===== src/common/rxs_pkg.sv =====
// Purpose: Constants and types shared by the receive status word block.
// Assumes: One clock and an active-low asynchronous reset.
// Notes:   Register offsets are byte addresses on the AHB-Lite bus.
package rxs_pkg;

  // ************************************************************
  // Register map
  // ************************************************************
  localparam logic [7:0]  RXS_ADDR_MODE     = 8'h00;
  localparam logic [7:0]  RXS_ADDR_STAT     = 8'h04;
  localparam logic [7:0]  RXS_ADDR_MASK     = 8'h08;
  localparam logic [7:0]  RXS_ADDR_WORD     = 8'h0C;
  localparam int          RXS_MODE_PASS_BAD = 3;
  localparam int          RXS_MODE_LOOP_LO  = 10;
  localparam int          RXS_ST_DONE       = 0;
  localparam int          RXS_ST_OVERRUN    = 1;
  localparam int          RXS_ST_WDOG       = 9;
  localparam logic [31:0] RXS_MODE_RST      = 32'h0000_0000;
  localparam logic [31:0] RXS_STAT_RST      = 32'h0000_0000;
  localparam logic [31:0] RXS_MASK_RST      = 32'h0000_0000;

  // ************************************************************
  // Frame constants
  // ************************************************************
  localparam logic [1:0]  RXS_LOOP_INT    = 2'h1;
  localparam logic [1:0]  RXS_LOOP_EXT    = 2'h2;
  localparam logic [1:0]  RXS_DT_SERIAL   = 2'h0;
  localparam logic [1:0]  RXS_DT_INT      = 2'h1;
  localparam logic [1:0]  RXS_DT_EXT      = 2'h2;
  localparam logic [14:0] RXS_MAX_FRAME   = 15'h05EE;
  localparam logic [14:0] RXS_COLL_WIN    = 15'h0040;
  localparam logic [14:0] RXS_WDOG_BYTES  = 15'h0800;
  localparam logic [14:0] RXS_TYPE_HDR    = 15'h000E;
  localparam logic [14:0] RXS_BYTE_LT_HI  = 15'h000C;
  localparam logic [14:0] RXS_BYTE_LT_LO  = 15'h000D;
  localparam logic [15:0] RXS_TYPE_MIN    = 16'h05DC;
  localparam logic [2:0]  RXS_DRIB_MIN    = 3'h2;
  localparam logic [31:0] RXS_CRC_INIT    = 32'hFFFF_FFFF;
  localparam logic [31:0] RXS_CRC_POLY    = 32'hEDB8_8320;
  localparam logic [31:0] RXS_CRC_RESIDUE = 32'hDEBB_20E3;

  typedef enum logic [1:0] {
    RXS_S_FILL = 2'b00,
    RXS_S_LAST = 2'b01,
    RXS_S_DROP = 2'b11
  } rxs_state_t;

  typedef struct packed {
    logic [7:0] data;
    logic       eop;
    logic [2:0] extra_bits;
  } rxs_rx_byte_t;

  typedef struct packed {
    logic [10:0] buf1_size;
    logic [10:0] buf2_size;
  } rxs_desc_t;

  typedef struct packed {
    logic        desc_owned;
    logic [14:0] rx_length_field;
    logic        error_or_flag;
    logic        len_error_flag;
    logic [1:0]  frame_source_type;
    logic        short_frame_flag;
    logic        group_addr_flag;
    logic        first_desc_flag;
    logic        last_desc_flag;
    logic        oversize_flag;
    logic        late_coll_flag;
    logic        length_type_flag;
    logic        rx_timer_expired_flag;
    logic        rsvd;
    logic        extra_bits_flag;
    logic        crc_error_flag;
    logic        fifo_overrun_flag;
  } rxs_status_word_t;

endpackage : rxs_pkg


===== src/hw/rxs_crc.sv =====
// Purpose: Running CRC-32 over the whole bytes of a received frame.
// Assumes: Reflected polynomial; a start byte restarts the sum.
// Notes:   After the frame check bytes the sum equals the residue.
`timescale 1ns/10ps
module rxs_crc (
  input  wire logic        hclk,
  input  wire logic        hresetn,
  input  wire logic        start,
  input  wire logic        en,
  input  wire logic [7:0]  data,
  output logic      [31:0] crc
);

  typedef struct packed {
    logic [31:0] crc;
  } rxs_crc_st_t;

  rxs_crc_st_t q;
  rxs_crc_st_t d;

  function automatic logic [31:0] crc_byte(input logic [31:0] c, input logic [7:0] b);
    logic [31:0] r;
    r = c ^ {24'h00_0000, b};
    for (int i = 0; i < 8; i++) begin
      r = r[0] ? ((r >> 1) ^ rxs_pkg::RXS_CRC_POLY) : (r >> 1);
    end
    return r;
  endfunction : crc_byte

  always_comb begin
    d = q;
    if (en) begin
      d.crc = crc_byte(start ? rxs_pkg::RXS_CRC_INIT : q.crc, data);
    end
  end

  always_ff @(posedge hclk or negedge hresetn) begin
    if (!hresetn) begin
      q <= '{crc: rxs_pkg::RXS_CRC_INIT};
    end else begin
      q <= d;
    end
  end

  assign crc = q.crc;

endmodule : rxs_crc


===== src/hw/rxs_regs.sv =====
// Purpose: AHB-Lite register slave with sticky status and interrupt.
// Assumes: Zero wait states; single word transfers.
// Notes:   Status bits clear on writing one; a set in the same cycle wins.
`timescale 1ns/10ps
module rxs_regs (
  input  wire logic                      hclk,
  input  wire logic                      hresetn,
  input  wire logic                      hsel,
  input  wire logic [31:0]               haddr,
  input  wire logic [1:0]                htrans,
  input  wire logic                      hwrite,
  input  wire logic [31:0]               hwdata,
  input  wire logic                      hready,
  output logic                           hreadyout,
  output logic      [31:0]               hrdata,
  output logic                           hresp,
  input  wire logic [31:0]               ev_set,
  input  wire rxs_pkg::rxs_status_word_t last_word,
  output logic      [31:0]               mode,
  output logic                           irq
);

  typedef struct packed {
    logic        wr;
    logic [7:0]  addr;
    logic [31:0] mode;
    logic [31:0] stat;
    logic [31:0] mask;
    logic [31:0] rdata;
  } rxs_regs_st_t;

  rxs_regs_st_t q;
  rxs_regs_st_t d;

  always_comb begin
    d = q;
    if (q.wr) begin
      unique case (q.addr)
        rxs_pkg::RXS_ADDR_MODE: d.mode = hwdata;
        rxs_pkg::RXS_ADDR_STAT: d.stat = q.stat & ~hwdata;
        rxs_pkg::RXS_ADDR_MASK: d.mask = hwdata;
        default:                d.wr   = 1'b0;
      endcase
    end
    d.stat = d.stat | ev_set;
    d.wr   = 1'b0;
    if (hsel && hready && htrans[1]) begin
      d.wr   = hwrite;
      d.addr = haddr[7:0];
      unique case (haddr[7:0])
        rxs_pkg::RXS_ADDR_MODE: d.rdata = d.mode;
        rxs_pkg::RXS_ADDR_STAT: d.rdata = d.stat;
        rxs_pkg::RXS_ADDR_MASK: d.rdata = d.mask;
        rxs_pkg::RXS_ADDR_WORD: d.rdata = last_word;
        default:                d.rdata = 32'h0000_0000;
      endcase
    end
  end

  always_ff @(posedge hclk or negedge hresetn) begin
    if (!hresetn) begin
      q <= '{wr: 1'b0, addr: 8'h00, mode: rxs_pkg::RXS_MODE_RST,
             stat: rxs_pkg::RXS_STAT_RST, mask: rxs_pkg::RXS_MASK_RST,
             rdata: 32'h0000_0000};
    end else begin
      q <= d;
    end
  end

  assign hreadyout = 1'b1;
  assign hresp     = 1'b0;
  assign hrdata    = q.rdata;
  assign mode      = q.mode;
  assign irq       = |(q.stat & q.mask);

endmodule : rxs_regs


===== src/hw/rxs_status_word.sv =====
// Purpose: Builds the receive status word for each receive descriptor.
// Assumes: Bytes arrive from the receive MAC synchronous to hclk.
// Notes:   A descriptor is loaded after desc_req asked for it, except the first one after reset.
//
// Notes on behaviour
// - Source type from loop mode, never 11.
// - Frame fields guaranteed on last descriptor only.
// - Runt flagged; dropped unless pass-bad set or overrun seen.
// - Runt flag meaningful on last, no overrun.
// - Group flag from destination address bit.
// - First flag marks descriptor with first byte.
// - Last flag marks descriptor with final bytes.
// - Oversize when length exceeds 1518 bytes.
// - Late collision after first 64 bytes.
// - Type flag when length/type exceeds 1500.
// - Watchdog flag and status bit at 2048.
// - Extra bits flag when above two bits.
// - CRC over whole bytes only.
// - Overrun flag on receive FIFO overflow.
// - Ownership cleared when descriptor handed back.
// - Error summary ORs the error flags.
// - Length field counts bytes including CRC.
`timescale 1ns/10ps
module rxs_status_word (
  input  wire logic                      hclk,
  input  wire logic                      hresetn,
  input  wire logic                      hsel,
  input  wire logic [31:0]               haddr,
  input  wire logic [1:0]                htrans,
  input  wire logic                      hwrite,
  input  wire logic [2:0]                hsize,
  input  wire logic [31:0]               hwdata,
  input  wire logic                      hready,
  output logic                           hreadyout,
  output logic      [31:0]               hrdata,
  output logic                           hresp,
  input  wire logic                      rx_valid,
  input  wire rxs_pkg::rxs_rx_byte_t     rx_in,
  output logic                           rx_ready,
  input  wire logic                      rx_collision,
  input  wire logic                      rx_overflow,
  input  wire logic                      desc_load,
  input  wire rxs_pkg::rxs_desc_t        desc_in,
  input  wire logic                      desc_none,
  output logic                           desc_req,
  output logic                           sw_valid,
  output rxs_pkg::rxs_status_word_t      sw_word,
  output logic                           frame_discard,
  output logic                           irq
);

  // ************************************************************
  // State
  // ************************************************************
  typedef struct packed {
    rxs_pkg::rxs_state_t       st;
    logic                      have;
    logic [11:0]               room;
    logic [11:0]               cap;
    logic                      used;
    logic                      first;
    logic [14:0]               cnt;
    logic [7:0]                lt_hi;
    logic                      lt_big;
    logic                      grp;
    logic                      early;
    logic                      late;
    logic                      ovr;
    logic                      wdog;
    logic                      eop;
    logic                      trunc;
    logic [2:0]                drib;
    logic                      sw_valid;
    rxs_pkg::rxs_status_word_t sw;
    logic                      discard;
    logic                      req;
    logic [31:0]               ev;
  } rxs_main_st_t;

  rxs_main_st_t              q;
  rxs_main_st_t              d;
  logic                      take;
  logic [31:0]               crc;
  logic [31:0]               mode;
  logic                      pass_bad;
  logic [1:0]                loop_mode;
  rxs_pkg::rxs_status_word_t last_w;

  assign pass_bad  = mode[rxs_pkg::RXS_MODE_PASS_BAD];
  assign loop_mode = mode[rxs_pkg::RXS_MODE_LOOP_LO +: 2];

  // ************************************************************
  // Word builders
  // ************************************************************
  function automatic logic [1:0] src_type(input logic [1:0] lm);
    unique case (lm)
      rxs_pkg::RXS_LOOP_INT: src_type = rxs_pkg::RXS_DT_INT;
      rxs_pkg::RXS_LOOP_EXT: src_type = rxs_pkg::RXS_DT_EXT;
      default:               src_type = rxs_pkg::RXS_DT_SERIAL;
    endcase
  endfunction : src_type

  function automatic rxs_pkg::rxs_status_word_t part_word(input logic first);
    rxs_pkg::rxs_status_word_t w;
    w                 = '0;
    w.first_desc_flag = first;
    return w;
  endfunction : part_word

  function automatic rxs_pkg::rxs_status_word_t build_last(
      input rxs_main_st_t s, input logic [1:0] lm, input logic [31:0] c);
    rxs_pkg::rxs_status_word_t w;
    logic                      short;
    w     = '0;
    short = s.early | (s.eop & (s.cnt < rxs_pkg::RXS_COLL_WIN));
    w.rx_length_field       = s.cnt;
    w.len_error_flag        = s.trunc;
    w.frame_source_type     = src_type(lm);
    w.short_frame_flag      = short & ~s.ovr;
    w.group_addr_flag       = s.grp;
    w.first_desc_flag       = s.first;
    w.last_desc_flag        = 1'b1;
    w.oversize_flag         = s.cnt > rxs_pkg::RXS_MAX_FRAME;
    w.late_coll_flag        = s.late;
    w.length_type_flag      = s.lt_big & (s.cnt >= rxs_pkg::RXS_TYPE_HDR);
    w.rx_timer_expired_flag = s.wdog;
    w.extra_bits_flag       = s.eop & (s.drib > rxs_pkg::RXS_DRIB_MIN)
                              & ~s.late & ~short;
    w.crc_error_flag        = s.eop & (c != rxs_pkg::RXS_CRC_RESIDUE);
    w.fifo_overrun_flag     = s.ovr;
    w.error_or_flag         = w.fifo_overrun_flag | w.crc_error_flag
                              | w.late_coll_flag | w.oversize_flag
                              | short | w.len_error_flag;
    return w;
  endfunction : build_last

  assign last_w = build_last(q, loop_mode, crc);

  // ************************************************************
  // Next state
  // ************************************************************
  always_comb begin
    d          = q;
    take       = 1'b0;
    d.sw_valid = 1'b0;
    d.discard  = 1'b0;
    d.req      = 1'b0;
    d.ev       = 32'h0000_0000;
    if (desc_load) begin
      d.have  = 1'b1;
      d.room  = {1'b0, desc_in.buf1_size} + {1'b0, desc_in.buf2_size};
      d.cap   = d.room;
      d.used  = 1'b0;
      d.first = 1'b0;
    end
    if (rx_overflow && q.st == rxs_pkg::RXS_S_FILL) begin
      d.ovr = 1'b1;
    end
    unique case (q.st)
      rxs_pkg::RXS_S_FILL: begin
        if (q.have && q.room == 12'h000 && !q.used) begin
          // Both buffers empty: hand back, the frame starts in the next one.
          d.sw                 = part_word(1'b0);
          d.sw_valid           = 1'b1;
          d.have               = 1'b0;
          d.req                = 1'b1;
          d.ev[rxs_pkg::RXS_ST_DONE] = 1'b1;
        end else if (q.have && q.room == 12'h000 && rx_valid) begin
          if (desc_none) begin
            d.trunc = 1'b1;
            d.st    = rxs_pkg::RXS_S_LAST;
          end else begin
            d.sw                 = part_word(q.first);
            d.sw_valid           = 1'b1;
            d.have               = 1'b0;
            d.req                = 1'b1;
            d.used               = 1'b0;
            d.first              = 1'b0;
            d.ev[rxs_pkg::RXS_ST_DONE] = 1'b1;
          end
        end else if (rx_valid && rx_ready) begin
          take   = 1'b1;
          d.cnt  = q.cnt + 15'h0001;
          d.room = q.room - 12'h001;
          d.used = 1'b1;
          if (q.cnt == 15'h0000) begin
            d.first = 1'b1;
            d.grp   = rx_in.data[0];
          end
          if (q.cnt == rxs_pkg::RXS_BYTE_LT_HI) begin
            d.lt_hi = rx_in.data;
          end
          if (q.cnt == rxs_pkg::RXS_BYTE_LT_LO) begin
            d.lt_big = {q.lt_hi, rx_in.data} > rxs_pkg::RXS_TYPE_MIN;
          end
          if (rx_collision) begin
            if (q.cnt < rxs_pkg::RXS_COLL_WIN) begin
              d.early = 1'b1;
            end else begin
              d.late = 1'b1;
            end
          end
          if (rx_in.eop) begin
            d.eop  = 1'b1;
            d.drib = rx_in.extra_bits;
            d.st   = rxs_pkg::RXS_S_LAST;
          end else if (d.cnt == rxs_pkg::RXS_WDOG_BYTES) begin
            d.wdog = 1'b1;
            d.st   = rxs_pkg::RXS_S_LAST;
          end
        end
      end
      rxs_pkg::RXS_S_LAST: begin
        if (last_w.short_frame_flag && !pass_bad) begin
          // Runt kept back: the descriptor is reused from its start.
          d.discard = 1'b1;
          d.room    = q.cap;
          d.used    = 1'b0;
          d.first   = 1'b0;
        end else begin
          d.sw       = last_w;
          d.sw_valid = 1'b1;
          d.have     = 1'b0;
          d.req      = 1'b1;
          d.ev[rxs_pkg::RXS_ST_DONE]    = 1'b1;
          d.ev[rxs_pkg::RXS_ST_OVERRUN] = q.ovr;
          d.ev[rxs_pkg::RXS_ST_WDOG]    = q.wdog;
        end
        d.cnt    = 15'h0000;
        d.lt_hi  = 8'h00;
        d.lt_big = 1'b0;
        d.grp    = 1'b0;
        d.early  = 1'b0;
        d.late   = 1'b0;
        d.ovr    = 1'b0;
        d.wdog   = 1'b0;
        d.trunc  = 1'b0;
        d.eop    = 1'b0;
        d.drib   = 3'h0;
        d.st     = q.eop ? rxs_pkg::RXS_S_FILL : rxs_pkg::RXS_S_DROP;
      end
      rxs_pkg::RXS_S_DROP: begin
        if (rx_valid && rx_in.eop) begin
          d.st = rxs_pkg::RXS_S_FILL;
        end
      end
      default: d.st = rxs_pkg::RXS_S_FILL;
    endcase
  end

  always_ff @(posedge hclk or negedge hresetn) begin
    if (!hresetn) begin
      q <= '0;
    end else begin
      q <= d;
    end
  end

  assign rx_ready      = (q.st == rxs_pkg::RXS_S_DROP)
                         | ((q.st == rxs_pkg::RXS_S_FILL) & q.have & (q.room != 12'h000));
  assign sw_valid      = q.sw_valid;
  assign sw_word       = q.sw;
  assign desc_req      = q.req;
  assign frame_discard = q.discard;

  // ************************************************************
  // Submodules
  // ************************************************************
  rxs_crc u_crc (
    .hclk    (hclk),
    .hresetn (hresetn),
    .start   (take && q.cnt == 15'h0000),
    .en      (take),
    .data    (rx_in.data),
    .crc     (crc)
  );

  rxs_regs u_regs (
    .hclk      (hclk),
    .hresetn   (hresetn),
    .hsel      (hsel),
    .haddr     (haddr),
    .htrans    (htrans),
    .hwrite    (hwrite),
    .hwdata    (hwdata),
    .hready    (hready),
    .hreadyout (hreadyout),
    .hrdata    (hrdata),
    .hresp     (hresp),
    .ev_set    (q.ev),
    .last_word (q.sw),
    .mode      (mode),
    .irq       (irq)
  );

  // ************************************************************
  // Assertions
  // ************************************************************
  a_type_code: assert property (
    @(posedge hclk) disable iff (!hresetn)
    q.sw_valid |-> q.sw.frame_source_type != 2'h3)
    else $error("Source type code 11 produced.");

  a_part_clean: assert property (
    @(posedge hclk) disable iff (!hresetn)
    q.sw_valid && !q.sw.last_desc_flag |-> q.sw[30:10] == 21'h000000 && q.sw[8:0] == 9'h000)
    else $error("Frame fields set on a non-last descriptor.");

  a_runt_drop: assert property (
    @(posedge hclk) disable iff (!hresetn)
    q.st == rxs_pkg::RXS_S_LAST && last_w.short_frame_flag && !pass_bad
    |=> q.discard && !q.sw_valid)
    else $error("Runt frame written while pass-bad is clear.");

  a_empty_desc: assert property (
    @(posedge hclk) disable iff (!hresetn)
    q.st == rxs_pkg::RXS_S_FILL && q.have && q.room == 12'h000 && !q.used
    |=> q.sw_valid && !q.sw.first_desc_flag && !q.sw.last_desc_flag)
    else $error("Empty descriptor not handed back plainly.");

  a_eop_last: assert property (
    @(posedge hclk) disable iff (!hresetn)
    take && rx_in.eop |=> q.st == rxs_pkg::RXS_S_LAST
    ##1 ((q.sw_valid && q.sw.last_desc_flag) || q.discard))
    else $error("End of frame did not close with a last word.");

  a_too_long: assert property (
    @(posedge hclk) disable iff (!hresetn)
    q.sw_valid && q.sw.last_desc_flag
    |-> q.sw.oversize_flag == (q.sw.rx_length_field > rxs_pkg::RXS_MAX_FRAME))
    else $error("Oversize flag disagrees with the length.");

  a_wdog_len: assert property (
    @(posedge hclk) disable iff (!hresetn)
    q.sw_valid && q.sw.rx_timer_expired_flag
    |-> q.sw.rx_length_field == rxs_pkg::RXS_WDOG_BYTES && q.ev[rxs_pkg::RXS_ST_WDOG])
    else $error("Watchdog flag without its length or status bit.");

  a_drib_valid: assert property (
    @(posedge hclk) disable iff (!hresetn)
    q.sw_valid && q.sw.extra_bits_flag
    |-> !q.sw.late_coll_flag && !q.sw.short_frame_flag && $past(q.drib) > rxs_pkg::RXS_DRIB_MIN)
    else $error("Extra bits flag set where it is not valid.");

  a_own_clear: assert property (
    @(posedge hclk) disable iff (!hresetn)
    q.sw_valid |-> !q.sw.desc_owned ##1 !q.have)
    else $error("Descriptor returned while still owned.");

endmodule : rxs_status_word


===== config.mk =====
export PLATFORM = sky130hd
export DESIGN_NAME = rxs_status_word
export DESIGN_NICKNAME = d
export VERILOG_FILES = /design/src/common/rxs_pkg.sv /design/src/hw/rxs_crc.sv /design/src/hw/rxs_regs.sv /design/src/hw/rxs_status_word.sv
export SDC_FILE = /design/constraint.sdc
export NUM_CORES = 1
export LEC_CHECK = 0
export BUFFER_PORTS_ARGS = -buffer_cell sky130_fd_sc_hd__clkbuf_2
export CAP_MARGIN = 10
export CELL_PAD_IN_SITES_DETAIL_PLACEMENT = 0
export CELL_PAD_IN_SITES_GLOBAL_PLACEMENT = 1
export CORE_AREA = 5 5 184 186
export DETAILED_ROUTE_END_ITERATION = 8
export DIE_AREA = 0 0 189 191
export PLACE_DENSITY = 0.77
export SYNTH_ARGS = -nofsm -noshare
export SYNTH_HDL_FRONTEND = slang
export SYNTH_SLANG_ARGS = --single-unit
export TNS_END_PERCENT = 10

===== constraint.sdc =====
create_clock -name hclk -period 3.22 [get_ports hclk]
set_input_delay 0.322 -clock hclk [delete_from_list [all_inputs] [get_ports hclk]]
set_output_delay 0.322 -clock hclk [all_outputs]
set_load 0.02 [all_outputs]

==> results of run 1 <==
[through the flow]
step,hold slack (ps),util (%)
CTS,3.33,51.0
global placement,371,46.8
floorplan,26.4,-
finish,26.6,51.0
global route,20.2,51.0
detailed placement,369,46.8
[flip-flops by register name, indices dropped and copies added (netlist names)]
signal,flops
frame_discard,1
u_regs.hrdata,32
u_crc.crc,32
q,45
last_w,21
u_regs.q,73
sw_word,30
u_regs.mode,32
[layout make-up]
type | count | share of cell area (%)
inverters | 46 | 1.05
clock inverters | 12 | 1.16
well taps | 408 | 3.12
clock buffers | 44 | 5.39
flip-flops and latches | 266 | 40.9
multi-input cells | 963 | 39.3
repair buffers | 229 | 9.06
[power by group]
part / internal [mW] / switching [mW] / leakage, nW
Combinational: 2.34 / 2.94 / 3.60
Clock: 2.22 / 1.40 / 0.524
Sequential: 4.14 / 0.661 / 3.40
[worst max-delay path: stages (launching register included)]
cell and delay [ps]:
dfrtp_1 440, or4_1 620, o41ai_4 460, a21oi_1 250, nand2_2 260, o21ai_0 140
buf_4 200, o311ai_0 310
[timing repair]
| item | CTS | global route |
|---|---|---|
| hold endpoints to repair | 88 | 0 |
| resized for setup | 0 | 1 |
| buffers inserted | 0 | 0 |
| hold buffers | 28 | 0 |
| setup endpoints to repair | 0 | 1 |
[synth_stat cells, drive strengths merged (8+ instances only)]
library cell	n	area share [%]
a2111oi	28	1.7
a21boi	27	1.4
a21oi	45	1.8
a22o	13	0.81
a22oi	16	0.85
and2	59	2.6
and3	35	1.5
buf	82	4.1
clkbuf	73	1.9
dfrtp	234	41
dfstp	32	5.9
ha	17	1.5
inv	46	1.2
mux2	74	5.9
nand2	160	4.2
nand3	24	0.85
nand4	12	0.53
nor2	74	2.0
nor3	13	0.46
nor4	8	0.44
o21ai	132	4.7
xnor2	91	5.8
xor2	38	2.4
[final timing paths]
kind                            cells after the start  slack [ps]                       endpoint             start
worst min-delay path                                2          30         u_regs.q[84]$_DFF_PN0_        hwdata[20]
min in group asynchronous                           2         350      u_regs.q[130]$_DFFE_PN0P_           hresetn
worst max-delay path                                7         420               q[125]$_DFF_PN0_  q[117]$_DFF_PN0_
worst max register to register                      7         420               q[125]$_DFF_PN0_  q[117]$_DFF_PN0_
max in group asynchronous                           3        1800  u_regs.hrdata[22]$_DFFE_PN0P_           hresetn
worst min register to register                      2         440         u_regs.q[73]$_DFF_PN0_    q[9]$_DFF_PN0_
[metal layers]
metal  routed length, um  part of all wire [%]  up-vias  GRT usage (%)
met3                1700                   4.5       42           2.83
met2               18100                    48      255           34.9
met5                  12                 0.032        -              0
met1               16600                    44     5246           28.0
met4                 937                   2.5        2           5.49
li1                    -                     -     5090              -
[cells by family after synthesis]
kind of cell / synth area share (%)
AO/OA/AOI/OAI: 14.8
XOR/XNOR: 8.40
adder cells (fa/ha/maj): 1.65
buffers and inverters: 7.29
flip-flops: 47.4
multiplexers: 6.11
other: 0.0531
AND/OR/NAND/NOR: 14.3
==> flow_summary.toml, run 1 <==
[cells_and_area]
final_cell_mix = "dfrtp_1 (234), nand2_1 (159), clkbuf_2 (150)"
stdcell_count = 1968
final_common_cell = "dfrtp_1"
fin_area_sq_um = 16400
multi_input_area_sq_um = 6440
antennaDiodeCount = 0
nFillCells = 2964
areaGrowthSynthToFinish_pct = 15.9
seqCellArea_sq_um = 6700
nets = 1667
drive_gt1_share_pct = 24.0

[synthesis]
synthArstFlopShare_pct = 100
synth_seq_cells = 266
yosysSeqAreaShare_pct = 47.4
avgSynthCellArea_sq_um = 9.90
synth.distinct_cells = 69
synth_edf_count = 0
syn_area_sq_um = 14100
yosysWarnings = 0
synth_ff_type = "dfrtp_1"
syn_inst = 1428

[die]
io_pins = 184
initial_utilization_pct = 44.0
die_w_um = 189
core_area_sq_um = 32100
dieHeight_um = 191
core.rowCount = 66
die_area_sq_um = 36100

[cts]
root_buffer = "clkbuf_16"
clkLatencyLatePin_ps = 560
cts_buffers = 30
cts_tree = "done"
path_clk_slew_ps = 60
h-tree-depth = 1
cts_buffer_depth = 3
clock_sinks = 266

[place]
place_congestion = 0.838
dp_hpwl_um = 26400
pre_cts_ws_ps = 309
place_area_sq_um = 15000
dp.cells = 1884
port_buffers = 151

[detailed_routing]
drc_errors = 0
drtIter0Drc = 682
routedWlPerCell_um = 18.9
drt_wl_total_um = 37300
via_count = 10635
drtAntennaViolNets = 0
first_pass_iters = 5
viasPerCell = 5.40

[critical_path]
cp-start-kind = "flip-flop"
required_ps = 3650
crit_type = "reg -> reg"
critPathCaptureType = "flip-flop"
path_max_fanout = 11
arrival_ps = 3230

[sta]
timing.final.crit_share_pct = 87.0
rsz0062_at_grt = "false"
skew_ps = 20.4
timing.final.ws_setup_ps = 419
worst_pin_slew_ps = 950
slew_headroom_pct = 36.6
maxSlewViolCount = 0
finalSetupTns_ps = 0
finalHoldViolCount = 0
period_minus_slack_ps = 2800
report.final.setup_viol = 0
max_freq_mhz = 357

[global_route]
grt_pass1_vias = 10689
grt_pass1_wl_um = 60200
overflow = 0
antenna_found_initial = 1
grt_max_degree = 83
grt_usage_pct = 20.6

[power_and_ir_drop]
ir_drop_v = 0.000614
finalPower_mw = 13.7
p_per_area_nw_per_um2 = 836
p_leak_nw = 7.53

[outcome]
outcome = "finished, final reports clean"

[job]
drv_cap = 0

[worst_hold_path]
hp-class = "in -> reg"
Power figures use the tool's default switching activity.
==> inputs of run 2 (changes only) <==
--- a/config.mk
+++ b/config.mk
@@ -12,7 +12,9 @@
 export CORE_AREA = 5 5 184 186
 export DETAILED_ROUTE_END_ITERATION = 8
 export DIE_AREA = 0 0 189 191
+export GPL_ROUTABILITY_DRIVEN = 0
 export PLACE_DENSITY = 0.77
+export REMOVE_ABC_BUFFERS = 1
 export SYNTH_ARGS = -nofsm -noshare
 export SYNTH_HDL_FRONTEND = slang
 export SYNTH_SLANG_ARGS = --single-unit
==> run 2 against run 1 <==
Clock-buffer cell count shrank 1. Clock skew shrank 1.3 ps. Final cell count shrank 1.1%. Core utilization shrank 0.92 points. Wire length shrank 3.6%. Via count shrank 1.0%. Largest power group unchanged. Worst setup slack lost 55 ps. Sequential share of layout area grew 0.75 points. Highest routed layer is now met4. First-iteration DRC count shrank 14%.
==> flow_summary.toml, run 2 (same netlist as run 1, synthesis figures left out) <==
[critical_path]
arrival_ps = 3350
cp_top_family = "XOR/XNOR gates"
reg2reg_to = "u_crc.crc[22]$_DFFE_PN1N_"
cp-start-kind = "flip-flop"
required_ps = 3720
r2r-start = "q[118]$_DFF_PN0_"
r2r_setup_slack_ps = 360
path_max_fanout = 6
critPathCaptureType = "flip-flop"
crit_start = "q[118]$_DFF_PN0_"
worst-path-buf-inv = 0
rr_worst_depth = 8
cpPeakStageDelay_ps = 620
crit_type = "reg -> reg"
cp_slowest_cell = "or4_1"
crit_chain = "or4_1 -> o41ai_4 -> nor2_2 -> a21oi_4 -> xnor2_4 -> xor3_1 -> xnor2_1 -> o21ai_1"

[sta]
period_minus_slack_ps = 2860
rsz0062_at_grt = "false"
slew_headroom_pct = 19.0
worst_pin_slew_ps = 1210
finalSetupTns_ps = 0
timing.final.crit_share_pct = 88.7
max_freq_mhz = 350
maxSlewViolCount = 0
skew_ps = 19.1
finalHoldViolCount = 0
report.final.setup_viol = 0

[cts]
cts_buffers = 30
path_clk_slew_ps = 60
clkLatencyLatePin_ps = 570
cts_tree = "done"
h-tree-depth = 1
cts_buffer_depth = 3
clock_sinks = 266
root_buffer = "clkbuf_16"
cts_setup_buffers = 0

[cells_and_area]
top_regs = "u_regs.q x73, q x45"
fin_area_sq_um = 16100
final_cell_mix = "dfrtp_1 (234), nand2_1 (159), clkbuf_2 (150)"
nets = 1651
largest_reg_flops = 73
drive_gt1_share_pct = 23.2
antennaDiodeCount = 0
nFillCells = 3004
final_common_cell = "dfrtp_1"
final_util_pct = 50.1
top_register = "u_regs.q"
areaGrowthSynthToFinish_pct = 13.8

[die]
die_w_um = 189
dieHeight_um = 191
initial_utilization_pct = 44.0
core_area_sq_um = 32100
io_pins = 184
core.rowCount = 66
die_area_sq_um = 36100

[power_and_ir_drop]
p_per_area_nw_per_um2 = 820
finalPower_mw = 13.2
internal_power_mw = 8.27
comb_power_share_pct = 39.5
p_switching_mw = 4.92
ir_drop_v = 0.000627
p_seq_share_pct = 36.4
pwr-share-clk_pct = 24.0
p_leak_nw = 7.38
swShare_pct = 37.3

[global_route]
overflow = 0
grt_max_degree = 79
antenna_found_initial = 0
grt_usage_pct = 19.8
grt_pass1_vias = 10601
grt_pass1_wl_um = 58300

[worst_hold_path]
hp-class = "in -> reg"
hp-start = "rx_in[0]"
hold_depth = 2
hold_end = "q[67]$_DFFE_PN0P_"

[detailed_routing]
via_count = 10526
drc_errors = 0
first_pass_iters = 5
routedWlPerCell_um = 18.5
drtIter0Drc = 589
drt_wl_total_um = 35900
drtAntennaViolNets = 0
viasPerCell = 5.41

[place]
dp_hpwl_um = 25100
place_area_sq_um = 14900
port_buffers = 151

[outcome]
outcome = "finished, final reports clean"

[job]
drv_cap = 0
==> run 2: how the worst max path moves through the flow <==
stage                               endpoint  cells past startpoint
2_1_floorplan  u_regs.hrdata[11]$_DFFE_PN0P_                      7
3_3_place_gp       u_crc.crc[22]$_DFFE_PN1N_                      8
3_5_place_dp   u_regs.hrdata[30]$_DFFE_PN0P_                      9
4_1_cts                                  irq                      5
5_1_grt                     q[121]$_DFF_PN0_                      9
6_report           u_crc.crc[22]$_DFFE_PN1N_                      8
==> run 2: power groups by stage <==
stage	Sequential, mW	Combinational, mW	Clock [mW]
3_5_place_dp	4.86	5.24	0
3_3_place_gp	4.84	5.16	0
6_report	4.80	5.22	3.17
4_1_cts	4.81	5.28	3.26
2_1_floorplan	4.73	3.76	0
5_1_grt	4.90	5.83	3.41
==> run 2: timing repair <==
action,CTS,global route
hold buffers,22,0
endpoints found under the hold margin,92,0
gates resized for setup,0,0
==> run 2: worst register-to-register path: stages (launching register included) <==
cell	delay (ps)
dfrtp_1	420
or4_1	620
o41ai_4	470
nor2_2	140
a21oi_4	200
xnor2_4	200
xor3_1	450
xnor2_1	160
o21ai_1	120
==> run 2: cell type report <==
cell class,count,area [sq um],share of cell area (%)
Sequential cell,266,6700,41.6
Multi-Input combinational cell,963,6440,40.0
Timing Repair Buffer,213,1350,8.39
Clock buffer,43,850,5.28
Tap cell,408,510,3.17
Inverter,46,173,1.07
Clock inverter,7,66.3,0.412
==> run 2: routing by layer <==
layer  GRT usage, %  share of wire [%]
met1           28.0                 47
met2           32.2                 46
met3           2.98                5.0
met4           4.71                2.2
met5              0                  0
==> run 2: metrics by stage <==
step	setup slack (ps)	hold WS (ps)	cells
global placement	407	342	1874
detailed placement	366	349	1874
CTS	317	2.14	1946
global route	188	3.74	1946
floorplan	-955	26.4	1275
finish	365	20.4	1946
